==> src/verilog/pasc_defs.svh <==
/*
 * Register offsets, field positions and reset values of the PWM
 * auto-shutdown controller.
 * Assumes an 8-bit APB byte address with one aligned 32-bit word per
 * register.
 */
`ifndef PASC_DEFS_SVH
`define PASC_DEFS_SVH

// ----------------------------------------------------------------------
// Register byte addresses
// ----------------------------------------------------------------------
`define PASC_ADDR_CTRL      8'h00
`define PASC_ADDR_CFG       8'h04
`define PASC_ADDR_ISTAT     8'h08
`define PASC_ADDR_IMASK     8'h0C

// ----------------------------------------------------------------------
// Field positions
// ----------------------------------------------------------------------
`define PASC_CFG_RESTART    0
`define PASC_CFG_COMPARATOR_TWO_SYNC_ENABLE     1
`define PASC_IRQ_SHUT       0
`define PASC_IRQ_RESUME     1
`define PASC_CTRL_STATUS    7
`define PASC_SEL_OFF        3'h0
`define PASC_PIN_A          0
`define PASC_PIN_B          1
`define PASC_PIN_C          2
`define PASC_PIN_D          3

// ----------------------------------------------------------------------
// Reset values
// ----------------------------------------------------------------------
`define PASC_CTRL_RESET     8'h00
`define PASC_CFG_RESET      2'h0
`define PASC_IRQ_RESET      2'h0
`define PASC_WORD_ZERO      32'h0000_0000

`endif

==> src/verilog/pasc_pkg.sv <==
/*
 * Types shared by the PWM auto-shutdown controller files.
 * Assumes the constants header is compiled alongside.
 */
package pasc_pkg;

	// ------------------------------------------------------------------
	// Bus carriers
	// ------------------------------------------------------------------
	typedef struct packed {
		logic        psel;
		logic        penable;
		logic        pwrite;
		logic [7:0]  paddr;
		logic [31:0] pwdata;
	} pasc_apb_req_t;

	typedef struct packed {
		logic        pready;
		logic        pslverr;
		logic [31:0] prdata;
	} pasc_apb_rsp_t;

	// ------------------------------------------------------------------
	// Control register layout, bit 7 down to bit 0
	// ------------------------------------------------------------------
	typedef struct packed {
		logic       shutdown_event_status;
		logic [2:0] shutdown_source_select;
		logic [1:0] pair_ac_shutdown_state;
		logic [1:0] pair_bd_shutdown_state;
	} pasc_ctrl_t;

	// Output hold sequence.
	typedef enum logic [2:0] {
		PASC_RUN  = 3'b001,
		PASC_SHUT = 3'b010,
		PASC_WAIT = 3'b100
	} pasc_state_t;

	// Pin group: four outputs a, b, c, d with enables.
	typedef struct packed {
		logic [3:0] level;
		logic [3:0] oe;
	} pasc_pins_t;

endpackage

==> src/verilog/pasc_sync.sv <==
/*
 * Two-stage synchroniser for a group of asynchronous level inputs.
 * Assumes the inputs are levels that stay long enough to be seen.
 */
module pasc_sync #(
	parameter int WIDTH = 1
) (
	input  wire logic             clk,
	input  wire logic             resetn,
	input  wire logic [WIDTH-1:0] d,
	output logic      [WIDTH-1:0] q
);
	import pasc_pkg::*;

	typedef struct packed {
		logic [WIDTH-1:0] meta;
		logic [WIDTH-1:0] stable;
	} pasc_sync_t;

	pasc_sync_t r;
	pasc_sync_t next_r;

	// The first stage feeds only the second one.
	always_comb
	begin
		next_r.meta = d;
		next_r.stable = r.meta;
	end

	// Both stages clear to zero under reset.
	always_ff @(posedge clk or negedge resetn)
	begin
		if (!resetn)
			r <= '0;
		else
			r <= next_r;
	end

	assign q = r.stable;
endmodule

==> src/verilog/pasc_c2_delay.sv <==
/*
 * Optional timer-one resampling of the second comparator output.
 * Assumes timer_one_tick is a one-cycle pulse on clk and cmp_in is
 * already synchronised to clk.
 */
module pasc_c2_delay (
	input  wire logic clk,
	input  wire logic resetn,
	input  wire logic sync_enable,
	input  wire logic timer_one_tick,
	input  wire logic cmp_in,
	output logic      cmp_out
);
	import pasc_pkg::*;

	typedef struct packed {
		logic held;
	} pasc_c2_t;

	pasc_c2_t r;
	pasc_c2_t next_r;

	// The comparator level is only taken on a timer tick, so a trip
	// waits for the next tick; this is the cost of noise immunity.
	always_comb
	begin
		next_r = r;
		if (timer_one_tick)
			next_r.held = cmp_in;
	end

	always_ff @(posedge clk or negedge resetn)
	begin
		if (!resetn)
			r <= '0;
		else
			r <= next_r;
	end

	assign cmp_out = sync_enable ? r.held : cmp_in;
endmodule

==> src/verilog/pasc_top.sv <==
/*
 * PWM auto-shutdown controller with APB register access.
 * Assumes the PWM waveforms, period start pulse, pin enables and timer
 * tick come from logic on clk; comparator and fault pin levels are
 * asynchronous and are synchronised here.
 */
// Contract
// - Control bit 7 reads one while a shutdown event is latched, else zero.
// - Bits 6 to 4 select the sources, and zero disables all sources.
// - Codes 001, 010, 011 trip on comparator one, two, or either high.
// - Code 100 trips on a low fault pin; 101 to 111 add comparators.
// - Pins a and c shut to low on 00, high on 01, float on 1x.
// - Pins b and d shut to low on 00, high on 01, float on 1x.
// - Shutdown is level based and lasts while the source is active.
// - Writes to the status bit do nothing while a source is active.
// - After the status clears, output resumes at the next period.
// - Writing one to the status bit itself forces a shutdown.
// - The status stays set until firmware or auto restart clears it.
// - Enabled pins take their shutdown state without waiting.
// - With auto restart, hardware clears status once the source ends.
module pasc_top (
	input  wire logic                clk,
	input  wire logic                resetn,
	input  wire pasc_pkg::pasc_apb_req_t apb_req,
	output pasc_pkg::pasc_apb_rsp_t  apb_rsp,
	input  wire logic                comparator_one,
	input  wire logic                comparator_two,
	input  wire logic                fault_pin_n,
	input  wire logic                timer_one_tick,
	input  wire logic                period_start,
	input  wire logic [3:0]          pwm_wave,
	input  wire logic [3:0]          pin_enable,
	output logic                     pwm_out_a,
	output logic                     pwm_out_b,
	output logic                     pwm_out_c,
	output logic                     pwm_out_d,
	output logic                     pwm_oe_a,
	output logic                     pwm_oe_b,
	output logic                     pwm_oe_c,
	output logic                     pwm_oe_d,
	output logic                     irq
);
	import pasc_pkg::*;
	`include "pasc_defs.svh"

	// ------------------------------------------------------------------
	// State
	// ------------------------------------------------------------------
	typedef struct packed {
		pasc_ctrl_t    ctrl;
		logic [1:0]    cfg;
		logic [1:0]    istat;
		logic [1:0]    imask;
		pasc_state_t   fsm;
		pasc_apb_rsp_t rsp;
		pasc_pins_t    pins;
		logic          irq;
	} pasc_regs_t;

	pasc_regs_t r;
	pasc_regs_t next_r;

	logic [2:0] sync_in;
	logic [2:0] sync_out;
	logic       cmp1_s;
	logic       cmp2_s;
	logic       cmp2_eff;
	logic       fault_low;
	logic       cond;
	logic       access;
	logic       wr_ctrl;
	logic       fw_set;
	logic       fw_clr;
	logic       auto_clr;
	logic       hold;
	logic [1:0] pair_state;
	logic [31:0] rdata;
	logic       unmapped;

	// ------------------------------------------------------------------
	// Input conditioning
	// ------------------------------------------------------------------
	// Pin levels are asynchronous, so all three pass two flip-flops.
	assign sync_in = {fault_pin_n, comparator_two, comparator_one};

	pasc_sync #(
		.WIDTH (3)
	) u_sync (
		.clk    (clk),
		.resetn (resetn),
		.d      (sync_in),
		.q      (sync_out)
	);

	assign cmp1_s = sync_out[0];
	assign cmp2_s = sync_out[1];
	assign fault_low = !sync_out[2];

	pasc_c2_delay u_c2_delay (
		.clk            (clk),
		.resetn         (resetn),
		.sync_enable    (r.cfg[`PASC_CFG_COMPARATOR_TWO_SYNC_ENABLE]),
		.timer_one_tick (timer_one_tick),
		.cmp_in         (cmp2_s),
		.cmp_out        (cmp2_eff)
	);

	// Each select bit arms one source; code zero arms none.
	assign cond = (r.ctrl.shutdown_source_select[0] && cmp1_s)
		|| (r.ctrl.shutdown_source_select[1] && cmp2_eff)
		|| (r.ctrl.shutdown_source_select[2] && fault_low);

	// ------------------------------------------------------------------
	// Bus decode
	// ------------------------------------------------------------------
	// A transfer completes in the access cycle where pready is high.
	assign access = apb_req.psel && apb_req.penable && r.rsp.pready;
	assign wr_ctrl = access && apb_req.pwrite
		&& (apb_req.paddr == `PASC_ADDR_CTRL);
	assign fw_set = wr_ctrl && apb_req.pwdata[`PASC_CTRL_STATUS];
	assign fw_clr = wr_ctrl && !apb_req.pwdata[`PASC_CTRL_STATUS];
	assign auto_clr = r.cfg[`PASC_CFG_RESTART];

	// Read data is prepared while pready is still low.
	always_comb
	begin
		rdata = `PASC_WORD_ZERO;
		unmapped = 1'b0;
		case (apb_req.paddr)
			`PASC_ADDR_CTRL:  rdata[7:0] = r.ctrl;
			`PASC_ADDR_CFG:   rdata[1:0] = r.cfg;
			`PASC_ADDR_ISTAT: rdata[1:0] = r.istat;
			`PASC_ADDR_IMASK: rdata[1:0] = r.imask;
			default:          unmapped = 1'b1;
		endcase
	end

	// ------------------------------------------------------------------
	// Next state
	// ------------------------------------------------------------------
	always_comb
	begin
		next_r = r;
		hold = 1'b0;
		pair_state = 2'h0;

		// One wait state: pready is set at the end of the first access cycle and is high in the second.
		next_r.rsp.pready = apb_req.psel && apb_req.penable
			&& !r.rsp.pready;
		if (next_r.rsp.pready)
		begin
			next_r.rsp.prdata = apb_req.pwrite ? `PASC_WORD_ZERO : rdata;
			next_r.rsp.pslverr = unmapped;
		end

		// Configuration writes; the status bit is handled below.
		if (wr_ctrl)
		begin
			next_r.ctrl.shutdown_source_select = apb_req.pwdata[6:4];
			next_r.ctrl.pair_ac_shutdown_state = apb_req.pwdata[3:2];
			next_r.ctrl.pair_bd_shutdown_state = apb_req.pwdata[1:0];
		end
		if (access && apb_req.pwrite
			&& apb_req.paddr == `PASC_ADDR_CFG)
			next_r.cfg = apb_req.pwdata[1:0];
		if (access && apb_req.pwrite
			&& apb_req.paddr == `PASC_ADDR_IMASK)
			next_r.imask = apb_req.pwdata[1:0];

		// A live source or a firmware set wins over any clear, so a
		// clear write during a fault is simply lost.
		if (cond || fw_set)
			next_r.ctrl.shutdown_event_status = 1'b1;
		else if (r.ctrl.shutdown_event_status && (fw_clr || auto_clr))
			next_r.ctrl.shutdown_event_status = 1'b0;

		// Outputs stay held after the clear until a period boundary.
		case (r.fsm)
			PASC_RUN:
			begin
				if (next_r.ctrl.shutdown_event_status)
					next_r.fsm = PASC_SHUT;
			end
			PASC_SHUT:
			begin
				if (!next_r.ctrl.shutdown_event_status)
					next_r.fsm = PASC_WAIT;
			end
			PASC_WAIT:
			begin
				if (next_r.ctrl.shutdown_event_status)
					next_r.fsm = PASC_SHUT;
				else if (period_start)
					next_r.fsm = PASC_RUN;
			end
			default:
				next_r.fsm = PASC_SHUT;
		endcase

		// Event flags: set wins over a write-one-to-clear.
		if (access && apb_req.pwrite
			&& apb_req.paddr == `PASC_ADDR_ISTAT)
			next_r.istat = r.istat & ~apb_req.pwdata[1:0];
		if (r.fsm != PASC_SHUT && next_r.fsm == PASC_SHUT)
			next_r.istat[`PASC_IRQ_SHUT] = 1'b1;
		if (r.fsm == PASC_WAIT && next_r.fsm == PASC_RUN)
			next_r.istat[`PASC_IRQ_RESUME] = 1'b1;
		next_r.irq = |(next_r.istat & next_r.imask);

		// Pins follow the next state, so they change at the very edge
		// the status sets rather than a cycle later.
		hold = (next_r.fsm != PASC_RUN);
		for (int i = 0; i < 4; i++)
		begin
			if (i == `PASC_PIN_A || i == `PASC_PIN_C)
				pair_state = next_r.ctrl.pair_ac_shutdown_state;
			else
				pair_state = next_r.ctrl.pair_bd_shutdown_state;
			if (hold && pin_enable[i])
			begin
				next_r.pins.oe[i] = !pair_state[1];
				next_r.pins.level[i] = pair_state[1] ? 1'b0 : pair_state[0];
			end
			else
			begin
				next_r.pins.oe[i] = pin_enable[i];
				next_r.pins.level[i] = pwm_wave[i];
			end
		end
	end

	// ------------------------------------------------------------------
	// Registers
	// ------------------------------------------------------------------
	always_ff @(posedge clk or negedge resetn)
	begin
		if (!resetn)
		begin
			r <= '0;
			r.ctrl <= `PASC_CTRL_RESET;
			r.cfg <= `PASC_CFG_RESET;
			r.istat <= `PASC_IRQ_RESET;
			r.imask <= `PASC_IRQ_RESET;
			r.fsm <= PASC_RUN;
		end
		else
			r <= next_r;
	end

	// Every output is a flip-flop of the state record.
	assign apb_rsp = r.rsp;
	assign pwm_out_a = r.pins.level[`PASC_PIN_A];
	assign pwm_out_b = r.pins.level[`PASC_PIN_B];
	assign pwm_out_c = r.pins.level[`PASC_PIN_C];
	assign pwm_out_d = r.pins.level[`PASC_PIN_D];
	assign pwm_oe_a = r.pins.oe[`PASC_PIN_A];
	assign pwm_oe_b = r.pins.oe[`PASC_PIN_B];
	assign pwm_oe_c = r.pins.oe[`PASC_PIN_C];
	assign pwm_oe_d = r.pins.oe[`PASC_PIN_D];
	assign irq = r.irq;
endmodule

==> config.mk <==
export PLATFORM = sky130hd
export DESIGN_NAME = pasc_top
export DESIGN_NICKNAME = d
export VERILOG_FILES = /design/src/verilog/pasc_pkg.sv /design/src/verilog/pasc_sync.sv /design/src/verilog/pasc_c2_delay.sv /design/src/verilog/pasc_top.sv
export VERILOG_INCLUDE_DIRS = /design/src /design/src/verilog
export SDC_FILE = /design/constraint.sdc
export NUM_CORES = 1
export LEC_CHECK = 0
export ABC_CLOCK_PERIOD_IN_PS = 1770
export BUFFER_PORTS_ARGS = -buffer_cell sky130_fd_sc_hd__buf_2
export CORE_UTILIZATION = 42
export DETAILED_ROUTE_END_ITERATION = 8
export PLACE_DENSITY = 0.76
export REMOVE_ABC_BUFFERS = 1
export SLEW_MARGIN = 10
export SYNTH_ARGS = -nofsm -noshare
export SYNTH_HDL_FRONTEND = slang
export SYNTH_SLANG_ARGS = --single-unit
==> constraint.sdc <==
create_clock -name clk -period 1.77 [get_ports clk]
set_input_delay 0.0885 -clock clk [delete_from_list [all_inputs] [get_ports clk]]
set_output_delay 0.0885 -clock clk [all_outputs]
set_load 0.01 [all_outputs]
==> insert_results.sql <==
INSERT INTO impl_metrics (metric_group, metric, value, unit) VALUES
('grt', 'grt_pass1_wl', '7020', 'µm'),
('grt', 'gr-usage-all-layers', '0.179', ''),
('timing', 'report.final.hold_viol_count', '0', ''),
('critical_path', 'ff2ff_path_depth', '7', ''),
('min_path', 'min_delay_worst_endpoint', 'pwm_out_b', ''),
('route', 'route.vias.total', '1564', ''),
('floorplan', 'floorplan.initialDensity', '0.443', ''),
('yosys', 'synth_top_area_frac', '0.493', ''),
('place', 'gp_congestion', '0.879', ''),
('grt', 'grt-ovfl-total', '0', ''),
('final_layout', 'register_area', '0.00108', 'mm²'),
('clock_network', 'cts_h_tree_depth', '2', ''),
('critical_path', 'crit_fanout', '4', ''),
('route', 'post-route-drc-count', '0', ''),
('yosys', 'synth_enable_flop_cells', '0', ''),
('yosys', 'yosysSeqAreaShare', '0.505', ''),
('yosys', 'synthCells', '188', ''),
('critical_path', 'worst_setup_path_start_kind', 'flip-flop', ''),
('route', 'detail_route.vias_per_cell', '4.67', ''),
('timing', 'slew_violations', '0', ''),
('final_layout', 'diodes', '0', ''),
('route', 'routed_wirelength', '4310', 'µm'),
('power', 'post-layout-total-power', '0.00187', 'W'),
('timing', 'post-route-period-util', '1.05', ''),
('clock_network', 'cts_inserted_buffers', '5', ''),
('place', 'io_buffers', '52', ''),
('clock_network', 'cts.sinks', '43', ''),
('yosys', 'post_synth_instance_area', '0.00213', 'mm²'),
('floorplan', 'rows', '25', ''),
('route', 'antenna_left', '0', ''),
('grt', 'antenna_found_initial', '0', ''),
('clock_network', 'cts_root_buffer', 'sky130_fd_sc_hd__clkbuf_8', ''),
('final_layout', 'num-fill-cells', '434', ''),
('final_layout', 'area_growth', '29.6', '%'),
('clock_network', 'worst_skew_pair.late_latency', '0.30', 'ns'),
('route', 'firstDrtPassIters', '5', ''),
('yosys', 'top_area_cells_in_the_synthesized_netlist', 'sky130_fd_sc_hd__dfrtp_1, sky130_fd_sc_hd__buf_4, sky130_fd_sc_hd__mux2_2', ''),
('grt', 'maximum_number_of_pins_on_one_net_before_global_route_repair', '25', ''),
('timing', 'fin_ws', '-0.0817', 'ns'),
('route', 'drt-wirelength-per-cell', '12.9', 'µm'),
('critical_path', 'worstReg2RegEnd', 'irq', ''),
('timing', 'setup_viol', '6', ''),
('min_path', 'worst_hold_path_type', 'in -> reg', ''),
('floorplan', 'die_w', '73.3', 'µm'),
('final_layout', 'layout-drive-gt1-share', '0.466', ''),
('grt', 'number_of_global_route_vias_before_repair', '1526', ''),
('clock_network', 'clockBufferDepth', '2', ''),
('power', 'power_density', '675', 'mW/mm²'),
('yosys', 'synth-seq-cells', '43', ''),
('place', 'preCtsSetupSlack', '-0.334', 'ns'),
('floorplan', 'design.core.area', '0.00482', 'mm²'),
('clock_network', 'cts_tree', 'built', ''),
('power', 'p_leak', '1.42', 'nW'),
('min_path', 'whs_path_depth', '2', ''),
('yosys', 'ys.flop_type', 'sky130_fd_sc_hd__dfrtp_1', ''),
('critical_path', 'worst_setup_path_end_kind', 'flip-flop', ''),
('yosys', 'yosys.area.top_type', 'sky130_fd_sc_hd__dfrtp_1', ''),
('outcome', 'failed_checks', 'negative setup slack', ''),
('place', 'dpl_cell_area', '0.00245', 'mm²'),
('min_path', 'hold_path.startpoint', 'pwm_wave[1]', ''),
('timing', 'grt_setup_unrepaired', 'true', ''),
('outcome', 'run_status', 'finished, violations left', ''),
('critical_path', 'worst-endpoint-arrival', '2.09', 'ns'),
('timing', 'fin_hold_ws', '0.0160', 'ns'),
('critical_path', 'worst_r2r_startpoint', 'r[51]', ''),
('final_layout', 'fin_nets', '325', ''),
('power', 'vdd_ir_drop_max', '0.000343', 'V'),
('timing', 'timing.clock.skew', '0.00301', 'ns'),
('critical_path', 'worstSetupPathType', 'reg -> reg', ''),
('floorplan', 'chipHeight', '73.3', 'µm'),
('yosys', 'synthesis.area_per_instance', '11.3', 'µm²');
-- Yosys cell counts, types with 3 or more instances --
library cell	n
sky130_fd_sc_hd__inv_1	5
sky130_fd_sc_hd__or2_2	4
sky130_fd_sc_hd__buf_4	34
sky130_fd_sc_hd__or4_4	3
sky130_fd_sc_hd__nand3b_1	6
sky130_fd_sc_hd__nor2_1	3
sky130_fd_sc_hd__clkbuf_1	3
sky130_fd_sc_hd__nor2b_1	3
sky130_fd_sc_hd__nand2b_1	6
sky130_fd_sc_hd__mux2_2	12
sky130_fd_sc_hd__nand2_1	25
sky130_fd_sc_hd__o21ai_0	5
sky130_fd_sc_hd__a22o_1	6
sky130_fd_sc_hd__dfrtp_1	42
-- cell families after synthesis --
family,count (synthesis),synth area share
multiplexers,15,0.0915
other,1,0.00176
AO/OA/AOI/OAI,22,0.0821
buffers and inverters,43,0.139
AND/OR/NAND/NOR,64,0.181
flip-flops,43,0.505
-- sequential cells by signal, summed over array words and instances (netlist names), 3 cells and up --
name	flops
u_sync.q	3
r	16
apb_rsp	10
u_sync.next_r	3
-- critical path, cell delays in order (launching register included) --
cell	delay [ns]
sky130_fd_sc_hd__dfrtp_1	0.39
sky130_fd_sc_hd__mux2_4	0.30
sky130_fd_sc_hd__a222oi_1	0.22
sky130_fd_sc_hd__buf_4	0.19
sky130_fd_sc_hd__buf_6	0.10
sky130_fd_sc_hd__o211ai_4	0.09
sky130_fd_sc_hd__o41ai_4	0.32
sky130_fd_sc_hd__a32o_2	0.18
-- worst max-delay path by stage --
stage	start	endpoint	cells past startpoint
2_1_floorplan	apb_req[33]	irq	5
3_5_place_dp	apb_req[33]	irq	6
3_3_place_gp	apb_req[33]	irq	6
4_1_cts	r[51]	irq	7
6_report	r[51]	irq	7
5_1_grt	apb_rsp[33]	pwm_out_c	7
-- layout by cell type, fill, tap and decap left out, types with 3 or more instances in the layout --
cell type,synthesis,final
sky130_fd_sc_hd__o21ai_0,5,4
sky130_fd_sc_hd__dfrtp_1,42,42
sky130_fd_sc_hd__nor2_1,3,3
sky130_fd_sc_hd__or2_2,4,4
sky130_fd_sc_hd__mux2_4,1,7
sky130_fd_sc_hd__conb_1,1,24
sky130_fd_sc_hd__mux2_2,12,6
sky130_fd_sc_hd__inv_1,5,5
sky130_fd_sc_hd__nand2_1,25,22
sky130_fd_sc_hd__nand2_2,0,3
sky130_fd_sc_hd__dlygate4sd3_1,0,7
sky130_fd_sc_hd__a22o_1,6,6
sky130_fd_sc_hd__buf_4,34,25
sky130_fd_sc_hd__buf_2,0,52
sky130_fd_sc_hd__or4_4,3,3
sky130_fd_sc_hd__nand3b_1,6,6
sky130_fd_sc_hd__clkbuf_8,0,5
sky130_fd_sc_hd__nand2b_1,6,6
-- layout make-up --
type | instances | area share
clock buffer | 6 | 0.0263
multi-input combinational | 125 | 0.340
timing repair buffer | 87 | 0.203
sequential | 43 | 0.390
inverter | 5 | 0.00679
clock inverter | 2 | 0.00453
tap | 67 | 0.0303
-- per-stage QoR --
| step | TNS (ns) | cells | util |
|---|---|---|---|
| final | -0.309 | 335 | 0.574 |
| after global routing | -1.89 | 335 | 0.574 |
| after CTS | -0.790 | 333 | 0.559 |
| after detailed placement | -5.32 | 312 | 0.508 |
| after global placement | -4.81 | 312 | 0.508 |
| after floorplan | -0.998 | 173 | - |
-- power by group --
part	switching, W	leakage, nW	internal, W
combinational	0.000128	0.829	0.000111
sequential	0.0000133	0.546	0.00101
clock	0.000330	0.0412	0.000276
-- per-layer routing --
layer | wire, µm | global-route usage | part of all wire
met4 | 65 | 0.0654 | 0.015
met1 | 1990 | 0.233 | 0.46
met5 | 0 | 0 | 0
met2 | 2050 | 0.290 | 0.48
met3 | 205 | 0.0412 | 0.048
-- what timing repair did --
| action | 4_1_cts | 5_1_grt |
|---|---|---|
| hold endpoints to repair | 25 | 0 |
| resized for setup | 9 | 13 |
| hold buffers | 7 | 0 |
| endpoints found under the setup margin | 12 | 14 |
| pin swaps | 6 | 4 |
| buffers inserted | 6 | 2 |
Power figures use the tool's default switching activity.
